--- src/verilog/spw_cfg.svh ---
`ifndef SPW_CFG_SVH
`define SPW_CFG_SVH

// sampling clock
`define SPW_CLK_NS        50
// link times, in microseconds
`define SPW_SU_US         100
`define SPW_SD_US         2500
`define SPW_HOLDA_MIN_US  50
`define SPW_HOLDA_MAX_US  150
`define SPW_HOLDD_MIN_US  50
`define SPW_STBY_US       10000
`define SPW_PULSE_US      5
`define SPW_HOST_HOLDA_US 100
`define SPW_HOST_HOLDD_US 60
`define SPW_HOST_WAKE_US  120
// least times round up, longest times round down
`define SPW_UP(us)        (((us) * 1000 + `SPW_CLK_NS - 1) / `SPW_CLK_NS)
`define SPW_DN(us)        (((us) * 1000) / `SPW_CLK_NS)
`define SPW_SU_CYC        `SPW_UP(`SPW_SU_US)
`define SPW_SD_CYC        `SPW_UP(`SPW_SD_US)
`define SPW_HOLDA_MIN_CYC `SPW_UP(`SPW_HOLDA_MIN_US)
`define SPW_HOLDA_MAX_CYC `SPW_DN(`SPW_HOLDA_MAX_US)
`define SPW_HOLDD_MIN_CYC `SPW_UP(`SPW_HOLDD_MIN_US)
`define SPW_STBY_CYC      `SPW_UP(`SPW_STBY_US)
`define SPW_PULSE_CYC     `SPW_UP(`SPW_PULSE_US)
`define SPW_HOST_HOLDA_CYC `SPW_UP(`SPW_HOST_HOLDA_US)
`define SPW_HOST_HOLDD_CYC `SPW_UP(`SPW_HOST_HOLDD_US)
`define SPW_HOST_WAKE_CYC `SPW_UP(`SPW_HOST_WAKE_US)
// command fields
`define SPW_ADDR_W        5
`define SPW_DATA_W        6
`define SPW_CNT_W         7
`define SPW_ADDR_EDGES    32
`define SPW_DATA_EDGES    64

`endif

--- src/verilog/spw_pkg.sv ---
`include "spw_cfg.svh"

package spw_pkg;
  typedef logic [`SPW_ADDR_W-1:0] spw_addr_type;
  typedef logic [`SPW_DATA_W-1:0] spw_data_type;
  typedef logic [`SPW_CNT_W-1:0]  spw_cnt_type;
  typedef enum {SPW_RX_ADDR, SPW_RX_DATA} spw_rx_state_type;
  typedef enum {SPW_TX_OFF, SPW_TX_WAKE, SPW_TX_IDLE, SPW_TX_LOW, SPW_TX_HIGH} spw_tx_state_type;
endpackage

--- src/verilog/spw_if.sv ---
`timescale 1ns/1ns

interface spw_if;
  logic single_wire_pin;
  modport host (output single_wire_pin);
  modport dev  (input  single_wire_pin);
endinterface

--- src/verilog/spw_dev.sv ---
// Behaviour
// [RULE_01] write only, up to 32 registers
// [RULE_02] address train, hold, data train, hold
// [RULE_03] enable after high beyond setup time
// [RULE_04] disable after low beyond shutdown time
// [RULE_05] address is first-train edges minus one
// [RULE_06] valid count plus address hold captures address
// [RULE_07] short high keeps counting address edges
// [RULE_08] address count over 31 discards command
// [RULE_09] address hold over maximum abandons command
// [RULE_10] data is second-train edges minus one
// [RULE_11] data accepted after data hold only
// [RULE_12] data count over 63 discards write
// [RULE_13] after data hold expect address, no maximum
// [RULE_14] host resends address before every data
// [RULE_15] pairs need only minimum data hold apart
// [RULE_16] ten millisecond high returns to standby
// [RULE_17] non-uniform pulse widths still decode correctly
// [RULE_18] host keeps high pulses below address hold
// [RULE_19] shutdown returns registers to defaults
// [RULE_20] no readback path exists
// [RULE_21] intervals measured by sampled cycle counts
// [RULE_22] accepted write is one-cycle address/data strobe
`timescale 1ns/1ns
`include "spw_cfg.svh"

module spw_dev #(
  parameter int SU_CYC        = `SPW_SU_CYC,
  parameter int SD_CYC        = `SPW_SD_CYC,
  parameter int HOLDA_MIN_CYC = `SPW_HOLDA_MIN_CYC,
  parameter int HOLDA_MAX_CYC = `SPW_HOLDA_MAX_CYC,
  parameter int HOLDD_MIN_CYC = `SPW_HOLDD_MIN_CYC,
  parameter int STBY_CYC      = `SPW_STBY_CYC
) (
  // clock, reset, enable
  input  wire logic            ref_clk_in,
  input  wire logic            rst_n_in,
  input  wire logic            ce_in,
  // link
  spw_if.dev                   link_in,
  // register file side
  output logic                 wr_strobe_out,
  output spw_pkg::spw_addr_type wr_addr_out,
  output spw_pkg::spw_data_type wr_data_out,
  output logic                 regs_default_out,
  output logic                 cmd_drop_out,
  // device state
  output logic                 enabled_out,
  output logic                 standby_out
);

  localparam int HW = $clog2(STBY_CYC + 1);
  localparam int LW = $clog2(SD_CYC + 1);
  localparam logic [HW-1:0] SU_C        = HW'(SU_CYC);
  localparam logic [HW-1:0] HOLDA_MIN_C = HW'(HOLDA_MIN_CYC);
  localparam logic [HW-1:0] HOLDA_MAX_C = HW'(HOLDA_MAX_CYC);
  localparam logic [HW-1:0] HOLDD_MIN_C = HW'(HOLDD_MIN_CYC);
  localparam logic [HW-1:0] STBY_C      = HW'(STBY_CYC);
  localparam logic [LW-1:0] SD_C        = LW'(SD_CYC);
  localparam spw_pkg::spw_cnt_type ADDR_LIM = `SPW_CNT_W'(`SPW_ADDR_EDGES);
  localparam spw_pkg::spw_cnt_type DATA_LIM = `SPW_CNT_W'(`SPW_DATA_EDGES);
  localparam spw_pkg::spw_cnt_type CNT_ONE  = `SPW_CNT_W'(1);

  generate
    if (SU_CYC < 1 || SD_CYC < 1 || HOLDA_MIN_CYC < 1 || HOLDA_MIN_CYC >= HOLDA_MAX_CYC ||
        HOLDA_MAX_CYC >= STBY_CYC || HOLDD_MIN_CYC < 1 || HOLDD_MIN_CYC >= STBY_CYC ||
        SU_CYC >= STBY_CYC)
    begin : g_bad_params
      $error("spw_dev: timing counts out of order");
    end
  endgenerate

  logic                      line;
  logic                      rise;
  logic                      line_q_ff;
  logic                      nxt_line_q;
  logic [HW-1:0]             hi_cnt_ff;
  logic [HW-1:0]             nxt_hi_cnt;
  logic [LW-1:0]             lo_cnt_ff;
  logic [LW-1:0]             nxt_lo_cnt;
  spw_pkg::spw_rx_state_type state_ff;
  spw_pkg::spw_rx_state_type nxt_state;
  spw_pkg::spw_cnt_type      cnt_ff;
  spw_pkg::spw_cnt_type      nxt_cnt;
  logic                      ovf_ff;
  logic                      nxt_ovf;
  logic                      en_ff;
  logic                      nxt_en;
  logic                      stby_ff;
  logic                      nxt_stby;
  logic                      strobe_ff;
  logic                      nxt_strobe;
  logic                      dflt_ff;
  logic                      nxt_dflt;
  logic                      drop_ff;
  logic                      nxt_drop;
  spw_pkg::spw_addr_type     addr_ff;
  spw_pkg::spw_addr_type     nxt_addr;
  spw_pkg::spw_data_type     data_ff;
  spw_pkg::spw_data_type     nxt_data;

  assign line = link_in.single_wire_pin;
  assign rise = line & ~line_q_ff;

  // interval timers on the sampling clock
  always_comb
  begin
    nxt_line_q = line;
    nxt_hi_cnt = '0;
    nxt_lo_cnt = '0;
    if (line)
    begin
      nxt_hi_cnt = (hi_cnt_ff == STBY_C) ? hi_cnt_ff : hi_cnt_ff + 1'b1; // see [RULE_21]
    end
    else
    begin
      nxt_lo_cnt = (lo_cnt_ff == SD_C) ? lo_cnt_ff : lo_cnt_ff + 1'b1; // see [RULE_21]
    end
  end

  always_ff @(posedge ref_clk_in)
  begin
    if (!rst_n_in)
    begin
      line_q_ff <= 1'b0;
      hi_cnt_ff <= '0;
      lo_cnt_ff <= '0;
    end
    else if (ce_in)
    begin
      line_q_ff <= nxt_line_q;
      hi_cnt_ff <= nxt_hi_cnt;
      lo_cnt_ff <= nxt_lo_cnt;
    end
  end

  // command decoder
  always_comb
  begin
    nxt_state  = state_ff;
    nxt_cnt    = cnt_ff;
    nxt_ovf    = ovf_ff;
    nxt_en     = en_ff;
    nxt_stby   = stby_ff & line;
    nxt_addr   = addr_ff;
    nxt_data   = data_ff;
    nxt_strobe = 1'b0;
    nxt_dflt   = 1'b0;
    nxt_drop   = 1'b0;
    if (!en_ff)
    begin
      nxt_state = spw_pkg::SPW_RX_ADDR;
      nxt_cnt   = '0;
      nxt_ovf   = 1'b0;
      nxt_stby  = 1'b0;
      if (hi_cnt_ff == SU_C)
      begin
        nxt_en = 1'b1; // see [RULE_03]
      end
    end
    else if (lo_cnt_ff == SD_C)
    begin
      nxt_en    = 1'b0; // see [RULE_04]
      nxt_dflt  = 1'b1; // see [RULE_19]
      nxt_state = spw_pkg::SPW_RX_ADDR;
      nxt_cnt   = '0;
      nxt_ovf   = 1'b0;
    end
    else if (hi_cnt_ff == STBY_C)
    begin
      nxt_stby  = 1'b1; // see [RULE_16]
      nxt_state = spw_pkg::SPW_RX_ADDR;
      nxt_cnt   = '0;
      nxt_ovf   = 1'b0;
    end
    else
    begin
      case (state_ff)
        spw_pkg::SPW_RX_ADDR:
        begin
          if (rise)
          begin
            // edges may come at any spacing below the hold time
            if (cnt_ff == ADDR_LIM)
            begin
              nxt_ovf = 1'b1; // see [RULE_08]
            end
            else
            begin
              nxt_cnt = cnt_ff + CNT_ONE; // see [RULE_07] see [RULE_17]
            end
          end
          else if (cnt_ff != '0 && hi_cnt_ff == HOLDA_MIN_C)
          begin
            nxt_cnt = '0;
            nxt_ovf = 1'b0;
            if (ovf_ff)
            begin
              nxt_drop = 1'b1; // see [RULE_08]
            end
            else
            begin
              nxt_addr  = `SPW_ADDR_W'(cnt_ff - CNT_ONE); // see [RULE_05] see [RULE_01]
              nxt_state = spw_pkg::SPW_RX_DATA; // see [RULE_06] see [RULE_02]
            end
          end
        end
        spw_pkg::SPW_RX_DATA:
        begin
          if (rise)
          begin
            if (cnt_ff == DATA_LIM)
            begin
              nxt_ovf = 1'b1; // see [RULE_12]
            end
            else
            begin
              nxt_cnt = cnt_ff + CNT_ONE; // see [RULE_11] see [RULE_17]
            end
          end
          else if (cnt_ff == '0 && hi_cnt_ff == HOLDA_MAX_C)
          begin
            nxt_drop  = 1'b1; // see [RULE_09]
            nxt_state = spw_pkg::SPW_RX_ADDR;
          end
          else if (cnt_ff != '0 && hi_cnt_ff == HOLDD_MIN_C)
          begin
            nxt_cnt   = '0;
            nxt_ovf   = 1'b0;
            nxt_state = spw_pkg::SPW_RX_ADDR; // see [RULE_13] see [RULE_15]
            if (ovf_ff)
            begin
              nxt_drop = 1'b1; // see [RULE_12]
            end
            else
            begin
              nxt_data   = `SPW_DATA_W'(cnt_ff - CNT_ONE); // see [RULE_10]
              nxt_strobe = 1'b1; // see [RULE_02] see [RULE_22]
            end
          end
        end
        default:
        begin
          nxt_state = spw_pkg::SPW_RX_ADDR;
          nxt_cnt   = '0;
          nxt_ovf   = 1'b0;
        end
      endcase
    end
  end

  always_ff @(posedge ref_clk_in)
  begin
    if (!rst_n_in)
    begin
      state_ff  <= spw_pkg::SPW_RX_ADDR;
      cnt_ff    <= '0;
      ovf_ff    <= 1'b0;
      en_ff     <= 1'b0;
      stby_ff   <= 1'b0;
      addr_ff   <= '0;
      data_ff   <= '0;
      strobe_ff <= 1'b0;
      dflt_ff   <= 1'b0;
      drop_ff   <= 1'b0;
    end
    else if (ce_in)
    begin
      state_ff  <= nxt_state;
      cnt_ff    <= nxt_cnt;
      ovf_ff    <= nxt_ovf;
      en_ff     <= nxt_en;
      stby_ff   <= nxt_stby;
      addr_ff   <= nxt_addr;
      data_ff   <= nxt_data;
      strobe_ff <= nxt_strobe;
      dflt_ff   <= nxt_dflt;
      drop_ff   <= nxt_drop;
    end
  end

  // outputs only; the link has no return path
  assign wr_strobe_out    = strobe_ff; // see [RULE_20]
  assign wr_addr_out      = addr_ff;
  assign wr_data_out      = data_ff;
  assign regs_default_out = dflt_ff;
  assign cmd_drop_out     = drop_ff;
  assign enabled_out      = en_ff;
  assign standby_out      = stby_ff;

endmodule

--- src/flat_wrapper.sv ---
// flat-port wrapper written by rule: the top's interface ports become plain ports
module spw_dev_flat 
#(
  parameter int SU_CYC        = `SPW_SU_CYC,
  parameter int SD_CYC        = `SPW_SD_CYC,
  parameter int HOLDA_MIN_CYC = `SPW_HOLDA_MIN_CYC,
  parameter int HOLDA_MAX_CYC = `SPW_HOLDA_MAX_CYC,
  parameter int HOLDD_MIN_CYC = `SPW_HOLDD_MIN_CYC,
  parameter int STBY_CYC      = `SPW_STBY_CYC
)
  (ref_clk_in, rst_n_in, ce_in, wr_strobe_out, wr_addr_out, wr_data_out, regs_default_out, cmd_drop_out, enabled_out, standby_out, link_in_single_wire_pin);
  spw_if link_in_i ();
  input  wire logic ref_clk_in;
  input  wire logic rst_n_in;
  input  wire logic ce_in;
  output logic wr_strobe_out;
  output spw_pkg::spw_addr_type wr_addr_out;
  output spw_pkg::spw_data_type wr_data_out;
  output logic regs_default_out;
  output logic cmd_drop_out;
  output logic enabled_out;
  output logic standby_out;
  input wire logic [$bits(link_in_i.single_wire_pin)-1:0] link_in_single_wire_pin;
  assign link_in_i.single_wire_pin = link_in_single_wire_pin;
  spw_dev #(.SU_CYC(SU_CYC), .SD_CYC(SD_CYC), .HOLDA_MIN_CYC(HOLDA_MIN_CYC), .HOLDA_MAX_CYC(HOLDA_MAX_CYC), .HOLDD_MIN_CYC(HOLDD_MIN_CYC), .STBY_CYC(STBY_CYC)) u_core (.ref_clk_in(ref_clk_in), .rst_n_in(rst_n_in), .ce_in(ce_in), .link_in(link_in_i), .wr_strobe_out(wr_strobe_out), .wr_addr_out(wr_addr_out), .wr_data_out(wr_data_out), .regs_default_out(regs_default_out), .cmd_drop_out(cmd_drop_out), .enabled_out(enabled_out), .standby_out(standby_out));
endmodule
--- config.mk ---
export PLATFORM = sky130hd
export DESIGN_NAME = spw_dev_flat
export DESIGN_NICKNAME = d
export VERILOG_FILES = /design/src/verilog/spw_pkg.sv /design/src/verilog/spw_if.sv /design/src/verilog/spw_dev.sv /design/src/flat_wrapper.sv
export VERILOG_INCLUDE_DIRS = /design/src /design/src/verilog
export SDC_FILE = /design/constraint.sdc
export NUM_CORES = 1
export LEC_CHECK = 0
export BUFFER_PORTS_ARGS = -buffer_cell sky130_fd_sc_hd__buf_2
export CAP_MARGIN = 20
export CORE_MARGIN = 3
export CORE_UTILIZATION = 40
export CTS_BUF_LIST = sky130_fd_sc_hd__clkbuf_2
export DETAILED_ROUTE_END_ITERATION = 10
export SLEW_MARGIN = 30
export SYNTH_ARGS = -nofsm -noshare
export SYNTH_HDL_FRONTEND = slang
export SYNTH_SLANG_ARGS = --single-unit
--- constraint.sdc ---
create_clock -name ref_clk_in -period 3.7 [get_ports ref_clk_in]
set_input_delay 0.555 -clock ref_clk_in [delete_from_list [all_inputs] [get_ports ref_clk_in]]
set_output_delay 0.555 -clock ref_clk_in [all_outputs]
set_load 0.01 [all_outputs]
==> results_dict.tcl <==
set metrics [dict create \
    path_clk_slew_ns 0.19 \
    finClkSkew_ns 0.0346 \
    rsz0062_at_grt "false" \
    yosys.cell_types.count 60 \
    cap_violations 0 \
    drc 0 \
    setup_viol 0 \
    drt_iter0_drc 176 \
    portBuffers 19 \
    seq_area_frac_synth_pct 37.4 \
    grt_pass1_vias 2416 \
    die_h_um 95.6 \
    r2r_slack_ns 1.13 \
    vias_per_cell 5.48 \
    p_leak_nw 1.24 \
    die-area_um2 9130 \
    grt_pass1_wl_um 11900 \
    wl_um 7270 \
    final_antenna_net_count 0 \
    vias 2743 \
    cts_resized 0 \
    worstSkewPairLatency_ns 0.50 \
    nets 404 \
    cts_inserted_buffers 9 \
    worstHoldPathCells 3 \
    start_util_pct 41.3 \
    synthTopCellsByCount "60 x dfxtp_1, 41 x nand2_1, 41 x nor2_1" \
    synthTopCellsByArea "dfxtp_1 37%, xor2_1 5.2%, nand2_1 4.8%" \
    grt_max_degree 29 \
    max_slew_margin_pct 51.6 \
    cts_buffer_depth 2 \
    diodes 0 \
    gp_congestion 0.854 \
    synth_edf_count 0 \
    finalPower_w 0.00105 \
    synth_top_area_share_pct 37.4 \
    cts_htree_levels 3 \
    fp-row-count 32 \
    peakVddDrop_v 0.000171 \
    layout-drive-gt1-share_pct 12.8 \
    max_stage_delay_ns 0.61 \
    startpoint_type "flop" \
    syn_to_final_growth_pct 7.76 \
    synth_area_per_cell_um2 8.46 \
    clock_sinks 60 \
    critical_path.max_fanout 6 \
    power_density_nw_per_um2 303 \
    hp-class "in -> reg" \
    finalMaxSlewViolations 0 \
    ys_seq_elements 60 \
    slowest_stage "a2111oi_2" \
    worstPathArrival_ns 2.94 \
    io_pins 20 \
    cp_cell_sequence "inv_1 -> ha_1 -> nor4b_1 -> a2111oi_2 -> nand4b_1 -> a32oi_2 -> o221ai_1" \
    cts_tree "done" \
    crit_required_ns 4.06 \
    yosys.area.top_type "dfxtp_1" \
    core_region_area_um2 7770 \
    fmax_ghz 0.388 \
    status "complete, no violations" \
    synth_most_common_cell "dfxtp_1" \
    grtUsageTotal_pct 16.6 \
    holdBufCountCts 0 \
    root_buffer "clkbuf_2" \
    r2r_cells 7 \
    min_period_over_period_pct 69.6 \
    synth_nets 389 \
    hold_viol_final 0 \
    synthCells 379 \
    first_pass_iters 4 \
    setup_tns_ns 0 \
    worst-setup-path-type "reg -> reg" \
    period_needed_ns 2.57 \
    hpwl_um 5110 \
    ys.flop_type "dfxtp_1" \
    critPathCaptureType "flop" \
    antenna_found_initial 0 \
    yosysWarnings 0 \
    async_flop_share_pct 0 \
    cts_setup_buffers 0 \
    fp.dieW_um 95.6 \
    tightest_slew_ns 0.721 \
    synth_area_um2 3210 \
    final_util_pct 44.5 \
    grt_overflow_total 0 \
    drt-wirelength-per-cell_um 14.5 \
]
per-stage QoR:
step | hold slack, ns | instances | area [um2] | worst slack [ns]
2_1_floorplan | 0.426 | 379 | 3210 | 1.50
3_3_place_gp | 0.437 | 485 | 3370 | 1.30
3_5_place_dp | 0.448 | 485 | 3370 | 1.20
4_1_cts | 0.416 | 501 | 3460 | 1.13
5_1_grt | 0.436 | 501 | 3460 | 0.919
6_report | 0.451 | 501 | 3460 | 1.13
registers in the layout, summed over array words and instances, names as in the netlist:
signal                   cells
u_core.regs_default_out      1
u_core.standby_out           1
u_core.ovf_ff                1
u_core.cnt_ff                7
u_core.wr_strobe_out         1
u_core.lo_cnt_ff            16
u_core.line_q_ff             1
u_core.enabled_out           1
u_core.state_ff              1
u_core.hi_cnt_ff            18
u_core.cmd_drop_out          1
u_core.wr_data_out           6
u_core.wr_addr_out           5
worst paths after layout:
path                                              start               endpoint
worst min-delay path            link_in_single_wire_pin    u_core.hi_cnt_ff[2]
worst max-delay path                   u_core.cnt_ff[0]       u_core.cnt_ff[6]
worst max register to register         u_core.cnt_ff[0]       u_core.cnt_ff[6]
worst min register to register    u_core.wr_data_out[3]  u_core.wr_data_out[3]
cell type report:
| class | count | area (um2) |
|---|---|---|
| clock buffer | 9 | 45.0 |
| clock inverter | 7 | 43.8 |
| fill | 803 | 4310 |
| inverter | 20 | 75.1 |
| multi-input combinational | 284 | 1870 |
| sequential | 60 | 1200 |
| tap | 102 | 128 |
| timing repair buffer | 19 | 95.1 |
cells in the final DEF (no fill, tap or decap), types with 3 or more instances in the layout:
cell type / n
or3_1: 6
clkinv_2: 3
buf_2: 19
nor3_1: 12
xor2_1: 19
o221ai_1: 5
a21o_1: 3
nand4_1: 13
nand2_1: 41
and3_1: 4
nor2_1: 41
inv_1: 17
dfxtp_1: 60
xnor2_1: 5
o21ai_1: 4
a31oi_1: 3
mux2i_1: 13
a21oi_1: 15
clkbuf_2: 9
and4_1: 4
nand3_1: 21
and2_1: 4
nor4_4: 3
o21ai_0: 8
nand3b_1: 4
nand2b_1: 6
nor4b_1: 4
ha_1: 6
per-layer routing:
layer  share of wire (%)  up-vias  track usage, %  wire (um)
met2                  43       46            24.8       3160
met4                 1.4        0            5.92        102
met1                  51     1305            23.2       3700
met5                   0        -               0          0
li1                    -     1384               -          -
met3                 4.3        8            4.10        315
critical path, delay by kind of cell, from the launching register on:
family / cells / cell delay, ns
adders and majority gates: 1 / 0.26
DFF: 1 / 0.41
AOI/OAI and AO/OA: 3 / 1.18
buffers and inverters: 1 / 0.11
and+or+nand+nor: 2 / 0.48
power by group:
group | leakage, nW | switching, W | internal, W
sequential | 0.484 | 0.00000213 | 0.000650
clock | 0.0591 | 0.000260 | 0.0000846
combinational | 0.695 | 0.0000390 | 0.0000121
total | 1.24 | 0.000302 | 0.000746
kinds of logic after synthesis:
logic type | Yosys count | share of synthesized area (%)
AND/OR/NAND/NOR | 185 | 32.7
flip-flops | 60 | 37.4
AO/OA/AOI/OAI | 56 | 12.6
buffers and inverters | 35 | 4.29
XOR/XNOR | 24 | 6.55
multiplexers | 13 | 4.06
adder cells (fa/ha/maj) | 6 | 2.34
Power figures use the tool's default switching activity.
